### config.mk
export PLATFORM = sky130hd
export DESIGN_NAME = sld_driver
export DESIGN_NICKNAME = d
export VERILOG_FILES = /design/src/logic/sld_fifo.sv /design/src/logic/sld_pkg.sv /design/src/logic/sld_driver.sv
export SDC_FILE = /design/constraint.sdc
export NUM_CORES = 1
export LEC_CHECK = 0
export ABC_CLOCK_PERIOD_IN_PS = 3700
export BUFFER_PORTS_ARGS = -buffer_cell sky130_fd_sc_hd__buf_2
export CORE_UTILIZATION = 50
export DETAILED_ROUTE_END_ITERATION = 16
export HOLD_SLACK_MARGIN = 0.15
export MAX_ROUTING_LAYER = met4
export PLACE_DENSITY = 0.75
export SKIP_CTS_REPAIR_TIMING = 1
export SLEW_MARGIN = 20
export SYNTH_ARGS = -nofsm -noshare
export SYNTH_HDL_FRONTEND = slang
export SYNTH_SLANG_ARGS = --single-unit
### constraint.sdc
create_clock -name clk -period 3.7 [get_ports clk]
set_input_delay 0.74 -clock clk [delete_from_list [all_inputs] [get_ports clk]]
set_output_delay 0.74 -clock clk [all_outputs]
set_load 0.03 [all_outputs]
### src/logic/sld_fifo.sv
// This file holds no logic; the latch FIFO module is declared in sld_driver.sv.
// Nothing here needs compiling, and it declares no module of its own.

### src/logic/sld_pkg.sv
// Shared constants and carrier types for the serial LED sink driver.
// Assumes a single 100 MHz system clock domain sampling all pins.
package sld_pkg;
    localparam int              ChanCount  = 12;
    localparam int              FifoDepth  = 8;
    localparam logic [11:0]     ChainReset = 12'h000;
    localparam logic [1:0]      SyncReset  = 2'h0;

    typedef logic [ChanCount-1:0] sld_chan_type;

    // Synchronised host pins, bundled together.
    typedef struct packed {
        logic shiftClock;
        logic latchClock;
        logic clearN;
        logic serialDataIn;
        logic outEnableN;
        logic overTemp;
    } sld_pins_type;

    localparam int PinCount = 6;
endpackage

### src/logic/sld_driver.sv
// Twelve-channel serial-in, parallel-out open-drain sink driver core and its latch FIFO.
// Assumes all host pins are asynchronous and sampled by the 100 MHz clock.
// Notes on behaviour
// A 12-bit shift chain feeds a 12-bit storage register, one bit per channel.
// Shift clock rise shifts data in; latch clock rise captures the whole chain.
// Storage reaches output buffers only while clear_n is high.
// Clear low forces shift chain, storage and all other state to zero; code keeps synchronisers and edge history.
// Host should hold clear low during power-up or initialisation.
// Serial output shows last stage, updated only on falling shift clock edge.
// Cascade by chaining serial out to next serial in, sharing shift clock.
// Output enable high forces buffers low and every drain off.
// Output enable low makes buffers follow storage without extra clocking.
// Buffer bit one turns its drain on to sink; zero turns it off.
// With enable low and clear high, drains change at latch clock rise.
// Host may pulse output enable as PWM to dim all channels.
// Over-temperature indication forces every drain open.
// Drains resume normal operation once over-temperature clears.
// Clear acts at once, overriding both shift and latch clocking.
`timescale 1ns/1ps
module sld_driver (
    input  wire logic                   clk,
    input  wire logic                   arst_n,
    input  wire logic                   shiftClock,
    input  wire logic                   latchClock,
    input  wire logic                   clearN,
    input  wire logic                   serialDataIn,
    input  wire logic                   outEnableN,
    input  wire logic                   overTemp,
    output logic                        cascadeDataOut,
    output sld_pkg::sld_chan_type       drainOn,
    output logic                        fifoFull
);
    typedef struct packed {
        sld_pkg::sld_pins_type  sync1;
        sld_pkg::sld_pins_type  sync2;
        logic                   shiftPrev;
        logic                   latchPrev;
        sld_pkg::sld_chan_type  chain;
        sld_pkg::sld_chan_type  storage;
        logic                   cascade_data_out;
        sld_pkg::sld_chan_type  drain;
        logic                   full;
    } sld_state_type;

    sld_state_type         st_q;
    sld_state_type         st_d;
    sld_pkg::sld_pins_type pinsRaw;
    sld_pkg::sld_pins_type pins;
    logic                  shiftRise;
    logic                  shiftFall;
    logic                  latchRise;
    logic                  fifoInReady;
    sld_pkg::sld_chan_type fifoOutData;
    logic                  fifoOutValid;

    assign pinsRaw   = '{shiftClock, latchClock, clearN, serialDataIn, outEnableN, overTemp};
    assign pins      = st_q.sync2;
    assign shiftRise = pins.shiftClock && !st_q.shiftPrev;
    assign shiftFall = !pins.shiftClock && st_q.shiftPrev;
    assign latchRise = pins.latchClock && !st_q.latchPrev;

    // Latched words queue here so that the latch capture is decoupled from the storage update.
    sld_fifo #(
        .Width (sld_pkg::ChanCount),
        .Depth (sld_pkg::FifoDepth)
    ) uFifo (
        .clk      (clk),
        .arst_n   (arst_n),
        .flush    (!pins.clearN),
        .inData   (st_q.chain),
        .inValid  (latchRise && pins.clearN),
        .inReady  (fifoInReady),
        .outData  (fifoOutData),
        .outValid (fifoOutValid),
        .outReady (1'h1)
    );

    always_comb begin
        st_d           = st_q;
        st_d.sync1     = pinsRaw;
        st_d.sync2     = st_q.sync1;
        st_d.shiftPrev = pins.shiftClock;
        st_d.latchPrev = pins.latchClock;
        st_d.full      = !fifoInReady;
        if (!pins.clearN) begin
            // Clear is seen after the synchroniser, so it acts within three clock cycles.
            st_d.chain   = sld_pkg::ChainReset;
            st_d.storage = sld_pkg::ChainReset;
            st_d.cascade_data_out  = 1'h0;
        end else begin
            if (shiftRise) begin
                st_d.chain = {st_q.chain[sld_pkg::ChanCount-2:0], pins.serialDataIn};
            end
            if (shiftFall) begin
                st_d.cascade_data_out = st_q.chain[sld_pkg::ChanCount-1];
            end
            if (fifoOutValid) begin
                st_d.storage = fifoOutData;
            end
        end
        // Gate order: clear, enable, thermal; any one opens every drain.
        if (!pins.clearN || pins.outEnableN || pins.overTemp) begin
            st_d.drain = sld_pkg::ChainReset;
        end else begin
            st_d.drain = st_d.storage;
        end
    end

    always_ff @(posedge clk or negedge arst_n) begin
        if (!arst_n) begin
            st_q <= '0;
        end else begin
            st_q <= st_d;
        end
    end

    assign cascadeDataOut = st_q.cascade_data_out;
    assign drainOn        = st_q.drain;
    assign fifoFull       = st_q.full;
endmodule

// Small valid/ready FIFO carrying latched words to the output stage.
module sld_fifo #(
    parameter int Width = 12,
    parameter int Depth = 8
) (
    input  wire logic             clk,
    input  wire logic             arst_n,
    input  wire logic             flush,
    input  wire logic [Width-1:0] inData,
    input  wire logic             inValid,
    output logic                  inReady,
    output logic      [Width-1:0] outData,
    output logic                  outValid,
    input  wire logic             outReady
);
    localparam int             AddrW  = $clog2(Depth);
    localparam logic [AddrW:0] PtrOne = {{AddrW{1'h0}}, 1'h1};

    // Pointers carry one spare bit so that full and empty differ when the indices match.
    typedef struct packed {
        logic [AddrW:0] wrPtr;
        logic [AddrW:0] rdPtr;
    } sld_fifo_state_type;

    sld_fifo_state_type fs_q;
    sld_fifo_state_type fs_d;
    logic [Width-1:0]   mem [Depth];
    logic               full;
    logic               empty;
    logic               push;
    logic               pop;

    assign empty    = fs_q.wrPtr == fs_q.rdPtr;
    assign full     = (fs_q.wrPtr[AddrW] != fs_q.rdPtr[AddrW])
                   && (fs_q.wrPtr[AddrW-1:0] == fs_q.rdPtr[AddrW-1:0]);
    assign push     = inValid && !full;
    assign pop      = !empty && outReady;
    assign inReady  = !full;
    assign outValid = !empty;
    assign outData  = mem[fs_q.rdPtr[AddrW-1:0]];

    always_comb begin
        fs_d = fs_q;
        if (flush) begin
            fs_d = '0;
        end else begin
            if (push) begin
                fs_d.wrPtr = fs_q.wrPtr + PtrOne;
            end
            if (pop) begin
                fs_d.rdPtr = fs_q.rdPtr + PtrOne;
            end
        end
    end

    // The word store needs no reset; the pointers alone say what is valid.
    always_ff @(posedge clk) begin
        if (push) begin
            mem[fs_q.wrPtr[AddrW-1:0]] <= inData;
        end
    end

    always_ff @(posedge clk or negedge arst_n) begin
        if (!arst_n) begin
            fs_q <= '0;
        end else begin
            fs_q <= fs_d;
        end
    end
endmodule

==> metrics.csv, run 1 <==
metric;value;unit
yosysWarnings;0;
yosysSeqAreaShare;73.0;%
die_h;112;um
switching_power;1.05;mW
grt_overflow;0;
power_density;613;nW/um2
dieArea;12500;um2
cp.depth;5;
cts-buffers-inserted;17;
cts_sinks;156;
grt_start_max_net_pins;46;
drv_slew;0;
synth_mux_area_share;12.2;%
routed.top_layer;met4;
synth.distinct_cells;32;
end_kind;register;
synth_top_family_by_area;multiplexers;
clk_latency;0.42;ns
synth_compound_area_share;4.91;%
routed_wirelength;10.2;mm
required;4.03;ns
synth.avg_cell_area;16.9;um2
htreeDepth;4;
wl_per_cell;19.2;um
fin_area;6710;um2
p_comb_share;14.7;%
violations;DRC;
switching_share;25.6;%
grt_pass1_vias;3078;
antenna_found_initial;0;
met2_length;5.03;mm
placed_area;6190;um2
n_antenna_cell;0;
r2r_cells;5;
crit_buf_inv;1;
synth-simple-area-share;5.18;%
synthXorXnorAreaFrac;0.729;%
fin_total_pwr;4.11;mW
fin_skew;0.0113;ns
arrival;2.83;ns
viasPerCell;5.75;
worst_slew_pin_slew;0.914;ns
fin_nets;383;
synthAdderAreaFrac;0.416;%
cts_tree;done;
tns;0;ns
crit_fanout;32;
core_area;11600;um2
crit_slowest_cell;nor4_4;
final_cell_mix;edfxtp_1, dfrtp_1, nand2_1;
drive_gt1_share;23.1;%
worstSetupStartpointType;register;
path_class;register to register;
p_leak;2.50;nW
synth_nets;365;
vias;3040;
core.rowCount;39;
cts.reportedPaths.clkPinSlew;0.06;ns
hold_viol;0;
fillCellCount;839;
ir_drop;0.325;mV
cap_violations;0;
first_iter_violations;290;
yosys_register_bits;156;
grt_pass1_wl;16.5;mm
areaGrowthSynthToFinish;11.6;%
met3_length;625;um
cts.path.max_buffers;2;
p_int;3.06;mW
synth_area;6010;um2
period_share;67.8;%
setup_viol;0;
min_period;2.51;ns
postRouteAntennaNets;0;
wl_met1;4.36;mm
io_buffers;21;
relSlewSlack;38.9;%
dp_hpwl;5.99;mm
num_io_pins;22;
clkPwrFrac;36.9;%
die_w;112;um
clockRootBuffer;clkbuf_16;
worstPathCellList;buf_4 > xnor2_1 > nand4b_2 > nor4_4 > o2bb2ai_1;
rsz0062_at_grt;false;
grt_use_total;19.0;%
dr.pass1.iters;10;
globalplace.congestion;0.768;
seqPwrFrac;48.5;%
critPathTopFamily;simple AND/OR/NAND/NOR gates;
fmax;0.399;GHz
initial_utilization;52.0;%
outcome;complete, but fails checks;
cp_slowest_stage_delay;0.74;ns
synth_cells;355;
drc_errors;4;
layout_commonest_cell;edfxtp_1;
hp-class;primary input to async pin;
path summary, 6_finish.rpt:
path | from | to | slack, ns
worst max-delay path | uFifo.fs_q[2] | drainOn[11] | 1.19
worst min-delay path | arst_n | st_q[32] | 0.33
worst max register to register | uFifo.fs_q[2] | drainOn[11] | 1.19
worst min register to register | st_d[41] | pins[1] | 0.35
max in group asynchronous | arst_n | drainOn[3] | 2.72
min in group clk | st_d[41] | pins[1] | 0.35
synthesized netlist by cell type:
cell       instances  area share (%)
edfxtp_1          96              48
dfrtp_1           60              25
nand2_1           31             1.9
a21oi_1           24             2.0
mux4_2            24             9.0
mux2i_1           18             3.0
buf_4             16             2.0
o21ai_0           12             1.0
o2bb2ai_1         11             1.6
clkbuf_1           9            0.56
buf_2              6            0.50
nor2_1             6            0.37
nand2b_1           5            0.52
nand4_1            5            0.52
nor3_1             4            0.33
xnor2_1            4            0.58
inv_1              3            0.19
nand3_1            3            0.25
and3_1             2            0.21
buf_1              2            0.12
ha_1               2            0.42
nor2b_1            2            0.21
a21bo_1            1            0.17
a22o_1             1            0.15
buf_6              1            0.19
clkinv_1           1           0.062
mux2_2             1            0.19
nand3b_1           1            0.12
nand4b_2           1            0.25
nor4_1             1            0.10
nor4_4             1            0.35
xor2_1             1            0.15
sequential cells by signal (all words and copies together), names as in the netlist:
signal / count
uFifo.mem: 96
st_q: 26
drainOn: 12
uFifo.fs_q: 8
pins: 6
st_d: 6
cascadeDataOut: 1
fifoFull: 1
metal layers:
metal / GRT usage, % / vias up
li1: - / 1366
met1: 24.5 / 1573
met2: 29.1 / 87
met3: 3.92 / 14
met4: 9.19 / 0
met5: - / -
power by group through the flow:
stage	combinational, mW	clock, mW	sequential (mW)
2_1_floorplan	0.520	0	2.01
3_3_place_gp	0.593	0	2.02
3_5_place_dp	0.605	0	2.02
4_1_cts	0.608	1.53	1.99
5_1_grt	0.669	1.61	2.00
6_report	0.603	1.51	1.99
per-stage QoR:
step	utilization, %	setup WS [ns]	instances	hold WS (ns)
finish	58.0	1.19	529	0.331
global route	58.0	0.922	529	0.368
CTS	58.0	1.22	529	0.348
detailed placement	53.5	1.22	497	0.335
global placement	53.5	1.36	497	0.332
floorplan	-	1.00	355	0.331
cell families (layout without fill, tap and decap cells):
family / count (synthesis) / in the layout
buf+inv: 38 / 69
simple gates: 62 / 62
flops: 156 / 156
compound gates: 49 / 49
mux: 43 / 43
xor+xnor: 5 / 5
fa+ha+maj: 2 / 2
area by class of cell:
cell class	count	area (um2)	area share [%]
well taps	143	179	2.67
repair buffers	33	198	2.95
clock inverters	9	50.0	0.746
multi-input cells	161	1410	21.1
flip-flops and latches	156	4380	65.4
clock buffers	23	468	6.98
inverters	4	15.0	0.224
(Power assumes the default switching activity.)
==> run 2, diff against run 1 <==
Settings changed: ABC_CLOCK_PERIOD_IN_PS 3700 to 2400.
Clock period 3.7 ns to 2.4 ns, I/O delays scaled along.
==> run 2 against run 1 <==
The run still ends with DRC left. Worst hold slack lost 0.16 ns. Combinational power rose by 59%. Clock skew is 0.0049 ns lower. Count of clock-buffer cells in the layout is 4 lower. Via count shrank 1.9%. Critical path type unchanged.
==> metrics.csv, run 2 (synthesis gave the netlist of run 1 again) <==
metric;value;unit
n_antenna_cell;0;
seqPwrFrac;47.0;%
fin_nets;389;
min_period;2.05;ns
routed_wirelength;10.1;mm
rsz0062_at_grt;false;
largest_reg_flops;96;
grt_use_total;18.9;%
use_met3;5.99;%
final_cell_mix;edfxtp_1, dfrtp_1, nand2_1;
p_leak;2.51;nW
worstSetupStartpointType;register;
layout_commonest_cell;edfxtp_1;
period_share;85.3;%
cap_violations;0;
globalplace.congestion;0.734;
drive_gt1_share;23.2;%
worst_slew_pin_slew;0.763;ns
viasPerCell;5.57;
grt_pass1_vias;3108;
wl_per_cell;18.9;um
cts.reportedPaths.clkPinSlew;0.06;ns
relSlewSlack;49.1;%
switching_power;1.66;mW
violations;DRC;
antenna_found_initial;0;
required;2.72;ns
switching_share;25.3;%
p_comb_share;14.7;%
crit_fanout;12;
arrival;2.37;ns
cts-buffers-inserted;17;
areaGrowthSynthToFinish;13.1;%
stdcell_count;535;
setup_viol;0;
post-place-ws;0.417;ns
cts_tree;done;
fmax;0.488;GHz
initial_utilization;52.0;%
fin_skew;0.00635;ns
hp-class;primary input to register;
io_buffers;21;
first_iter_violations;294;
clockRootBuffer;clkbuf_16;
num_io_pins;22;
path_class;register to register;
end_kind;register;
die_h;112;um
outcome;complete, but fails checks;
grt_overflow;0;
core_area;11600;um2
worst_slack;0.352;ns
dr.pass1.iters;10;
hold_viol;0;
cts.path.max_buffers;2;
power_density;963;nW/um2
vias;2982;
grt_pass1_wl;16.5;mm
dp_hpwl;6.41;mm
post-route-util;58.8;%
core.rowCount;39;
postRouteAntennaNets;0;
placedCellCount;501;
cts_sinks;156;
die_w;112;um
grt_use_met1;24.0;%
clkPwrFrac;38.3;%
grt_start_max_net_pins;28;
clk_latency;0.41;ns
use_met2;28.0;%
htreeDepth;4;
drc_errors;6;
ir_drop;0.527;mV
drv_slew;0;
dieArea;12500;um2
p_int;4.89;mW
top_usage_layer;met2;
run 2: through the flow:
stage               total power [mW]  hold WS (ns)  cell area (um2)  TNS, ns
floorplan                       3.90         0.184             6020   -0.662
global placement                4.05         0.332             6220        0
detailed placement              4.09         0.336             6220        0
CTS                             6.60        0.0374             6780        0
global route                    6.81         0.151             6800        0
finish                          6.55         0.170             6800        0
run 2: power by group through the flow:
stage	Sequential, mW	Combinational, mW	Clock [mW]
2_1_floorplan	3.09	0.802	0
3_3_place_gp	3.12	0.933	0
3_5_place_dp	3.12	0.967	0
4_1_cts	3.08	0.973	2.55
5_1_grt	3.09	1.06	2.66
6_report	3.08	0.960	2.51
run 2: critical path, stage by stage (launching register included):
cell       delay (ns)
dfrtp_1          0.50
xnor2_1          0.28
nand4b_2         0.36
nor4_4           0.62
o2bb2ai_1        0.19
run 2: final timing paths:
kind / depth (start not counted) / slack [ns] / startpoint / to
setup / recovery: 4 / 0.35 / uFifo.fs_q[4] / drainOn[4]
hold / removal: 1 / 0.17 / outEnableN / st_d[41]
setup reg to reg: 4 / 0.35 / uFifo.fs_q[4] / drainOn[4]
hold reg to reg: 0 / 0.35 / st_d[42] / pins[2]
max in group asynchronous: 3 / 1.10 / arst_n / st_q[25]
min in group asynchronous: 2 / 0.57 / arst_n / st_q[31]
run 2: cell type report:
class	count	area [um2]
fillers	828	4770
well taps	143	179
repair buffers	39	245
clock buffers	19	433
inverters	4	15.0
flip-flops and latches	156	4380
multi-input cells	161	1410
clock inverters	13	126
run 2: routing by layer:
| layer | wire [um] | vias up |
|---|---|---|
| li1 | - | 1371 |
| met1 | 4430 | 1533 |
| met2 | 4970 | 68 |
| met3 | 558 | 10 |
| met4 | 159 | 0 |
| met5 | 0 | - |
==> run 3, diff against run 2 <==
Settings changed: CORE_UTILIZATION 50 to 40, PLACE_DENSITY 0.75 to 0.64.
==> run 3 against run 2 <==
The flow now finishes without violations. Clock power decreased by 6%. Fmax decreased by 1.3%. First-iteration DRC count decreased by 31%. Final cell count increased by 8.2%. Die area increased by 25%. Via count decreased by 0.67%. Wire length decreased by 2.0%. Cell area increased by 1.0%. Clock skew increased by 0.0014 ns. Combinational power increased by 1%. Largest cell class unchanged. Highest routed layer unchanged.
==> metrics.csv, run 3 (synthesis gave the netlist of run 1 again) <==
metric;value;unit
worstSetupStartpointType;register;
seqCellArea;4380;um2
areaGrowthSynthToFinish;14.3;%
multi_input_comb_area;1410;um2
initial_utilization;41.2;%
dr.pass1.iters;4;
n_antenna_cell;0;
use_met3;4.85;%
use_met2;21.1;%
die_h;125;um
grt_overflow;0;
cts_sinks;156;
required;2.52;ns
placedCellCount;540;
routed_wirelength;9.92;mm
path_class;register to register;
core_area;14600;um2
ir_drop;0.542;mV
drc_errors;0;
hold_viol;0;
globalplace.congestion;0.774;
cap_violations;0;
period_share;86.5;%
num_io_pins;22;
core.rowCount;44;
largest_reg_flops;96;
stdcell_count;579;
final_cell_mix;edfxtp_1, dfrtp_1, nand2_1;
clkPwrFrac;36.9;%
die_w;125;um
rsz0062_at_grt;false;
cts-buffers-inserted;17;
grt_use_met1;19.5;%
layout_commonest_cell;edfxtp_1;
crit_fanout;12;
dieArea;15500;um2
dp_hpwl;6.11;mm
grt_pass1_vias;2949;
p_leak;2.53;nW
cts.reportedPaths.clkPinSlew;0.06;ns
hold_path_depth;0;
vias;2962;
fillCellCount;1196;
top_usage_layer;met2;
outcome;finished, final reports clean;
cts.path.max_buffers;2;
worst_slack;0.325;ns
drive_gt1_share;21.5;%
timing.hold.ws;0.347;ns
relSlewSlack;50.2;%
clockRootBuffer;clkbuf_16;
hp-class;register to register;
p_int;4.79;mW
seqPwrFrac;48.0;%
arrival;2.20;ns
grt_start_max_net_pins;61;
cts_tree;done;
viasPerCell;5.12;
switching_share;25.3;%
fin_skew;0.00780;ns
switching_power;1.62;mW
post-place-ws;0.392;ns
htreeDepth;4;
first_iter_violations;202;
min_period;2.08;ns
postRouteAntennaNets;0;
worst_slew_pin_slew;0.746;ns
antenna_found_initial;0;
drv_slew;0;
fin_nets;392;
setup_viol;0;
power_density;934;nW/um2
p_comb_share;15.2;%
grt_pass1_wl;16.5;mm
wl_per_cell;17.1;um
r2r_cells;5;
fmax;0.482;GHz
grt_use_total;15.0;%
end_kind;register;
io_buffers;21;
clk_latency;0.42;ns
## run 3: stage by stage
step / area, um2 / power (mW) / setup TNS [ns] / utilization [%]
3_3_place_gp: 6280 / 4.08 / 0 / 43.0
5_1_grt: 6870 / 6.70 / 0 / 47.1
2_1_floorplan: 6020 / 3.90 / -0.662 / -
3_5_place_dp: 6280 / 4.10 / 0 / 43.0
4_1_cts: 6800 / 6.47 / 0 / 46.6
6_report: 6870 / 6.41 / 0 / 47.1
## run 3: critical path: stages, from the launching register on
cell and delay, ns:
dfrtp_1 0.49, xnor2_1 0.22, nand4_1 0.22, nand3_1 0.27, nor3_1 0.31, buf_4 0.26
## run 3: final timing paths
check                         startpoint         endpoint  slack (ns)
max                        uFifo.fs_q[4]  uFifo.mem[2][2]        0.32
min                             st_d[43]          pins[3]        0.35
max reg2reg                uFifo.fs_q[4]  uFifo.mem[2][2]        0.32
min reg2reg                     st_d[43]          pins[3]        0.35
max in group asynchronous         arst_n         st_q[25]        1.53
min in group asynchronous         arst_n         st_q[31]        0.56
## run 3: cell type report
class                   count  share of cell area, %
inverters                   4                  0.219
repair buffers             42                   4.45
clock buffers              22                   6.47
clock inverters            10                   1.09
multi-input cells         161                   20.6
flip-flops and latches    156                   63.8
well taps                 184                   3.35
## run 3: power by group through the flow
stage / clock, mW / sequential, mW / combinational (mW)
2_1_floorplan: 0 / 3.09 / 0.802
3_3_place_gp: 0 / 3.12 / 0.959
3_5_place_dp: 0 / 3.13 / 0.979
4_1_cts: 2.42 / 3.08 / 0.982
5_1_grt: 2.54 / 3.09 / 1.07
6_report: 2.36 / 3.08 / 0.973
## run 3: routing by layer
layer | share of wire (%) | routed length, um | vias up
li1 | - | - | 1375
met1 | 48 | 4730 | 1517
met2 | 47 | 4650 | 57
met3 | 3.4 | 335 | 13
met4 | 2.0 | 196 | 0
met5 | 0 | 0 | -
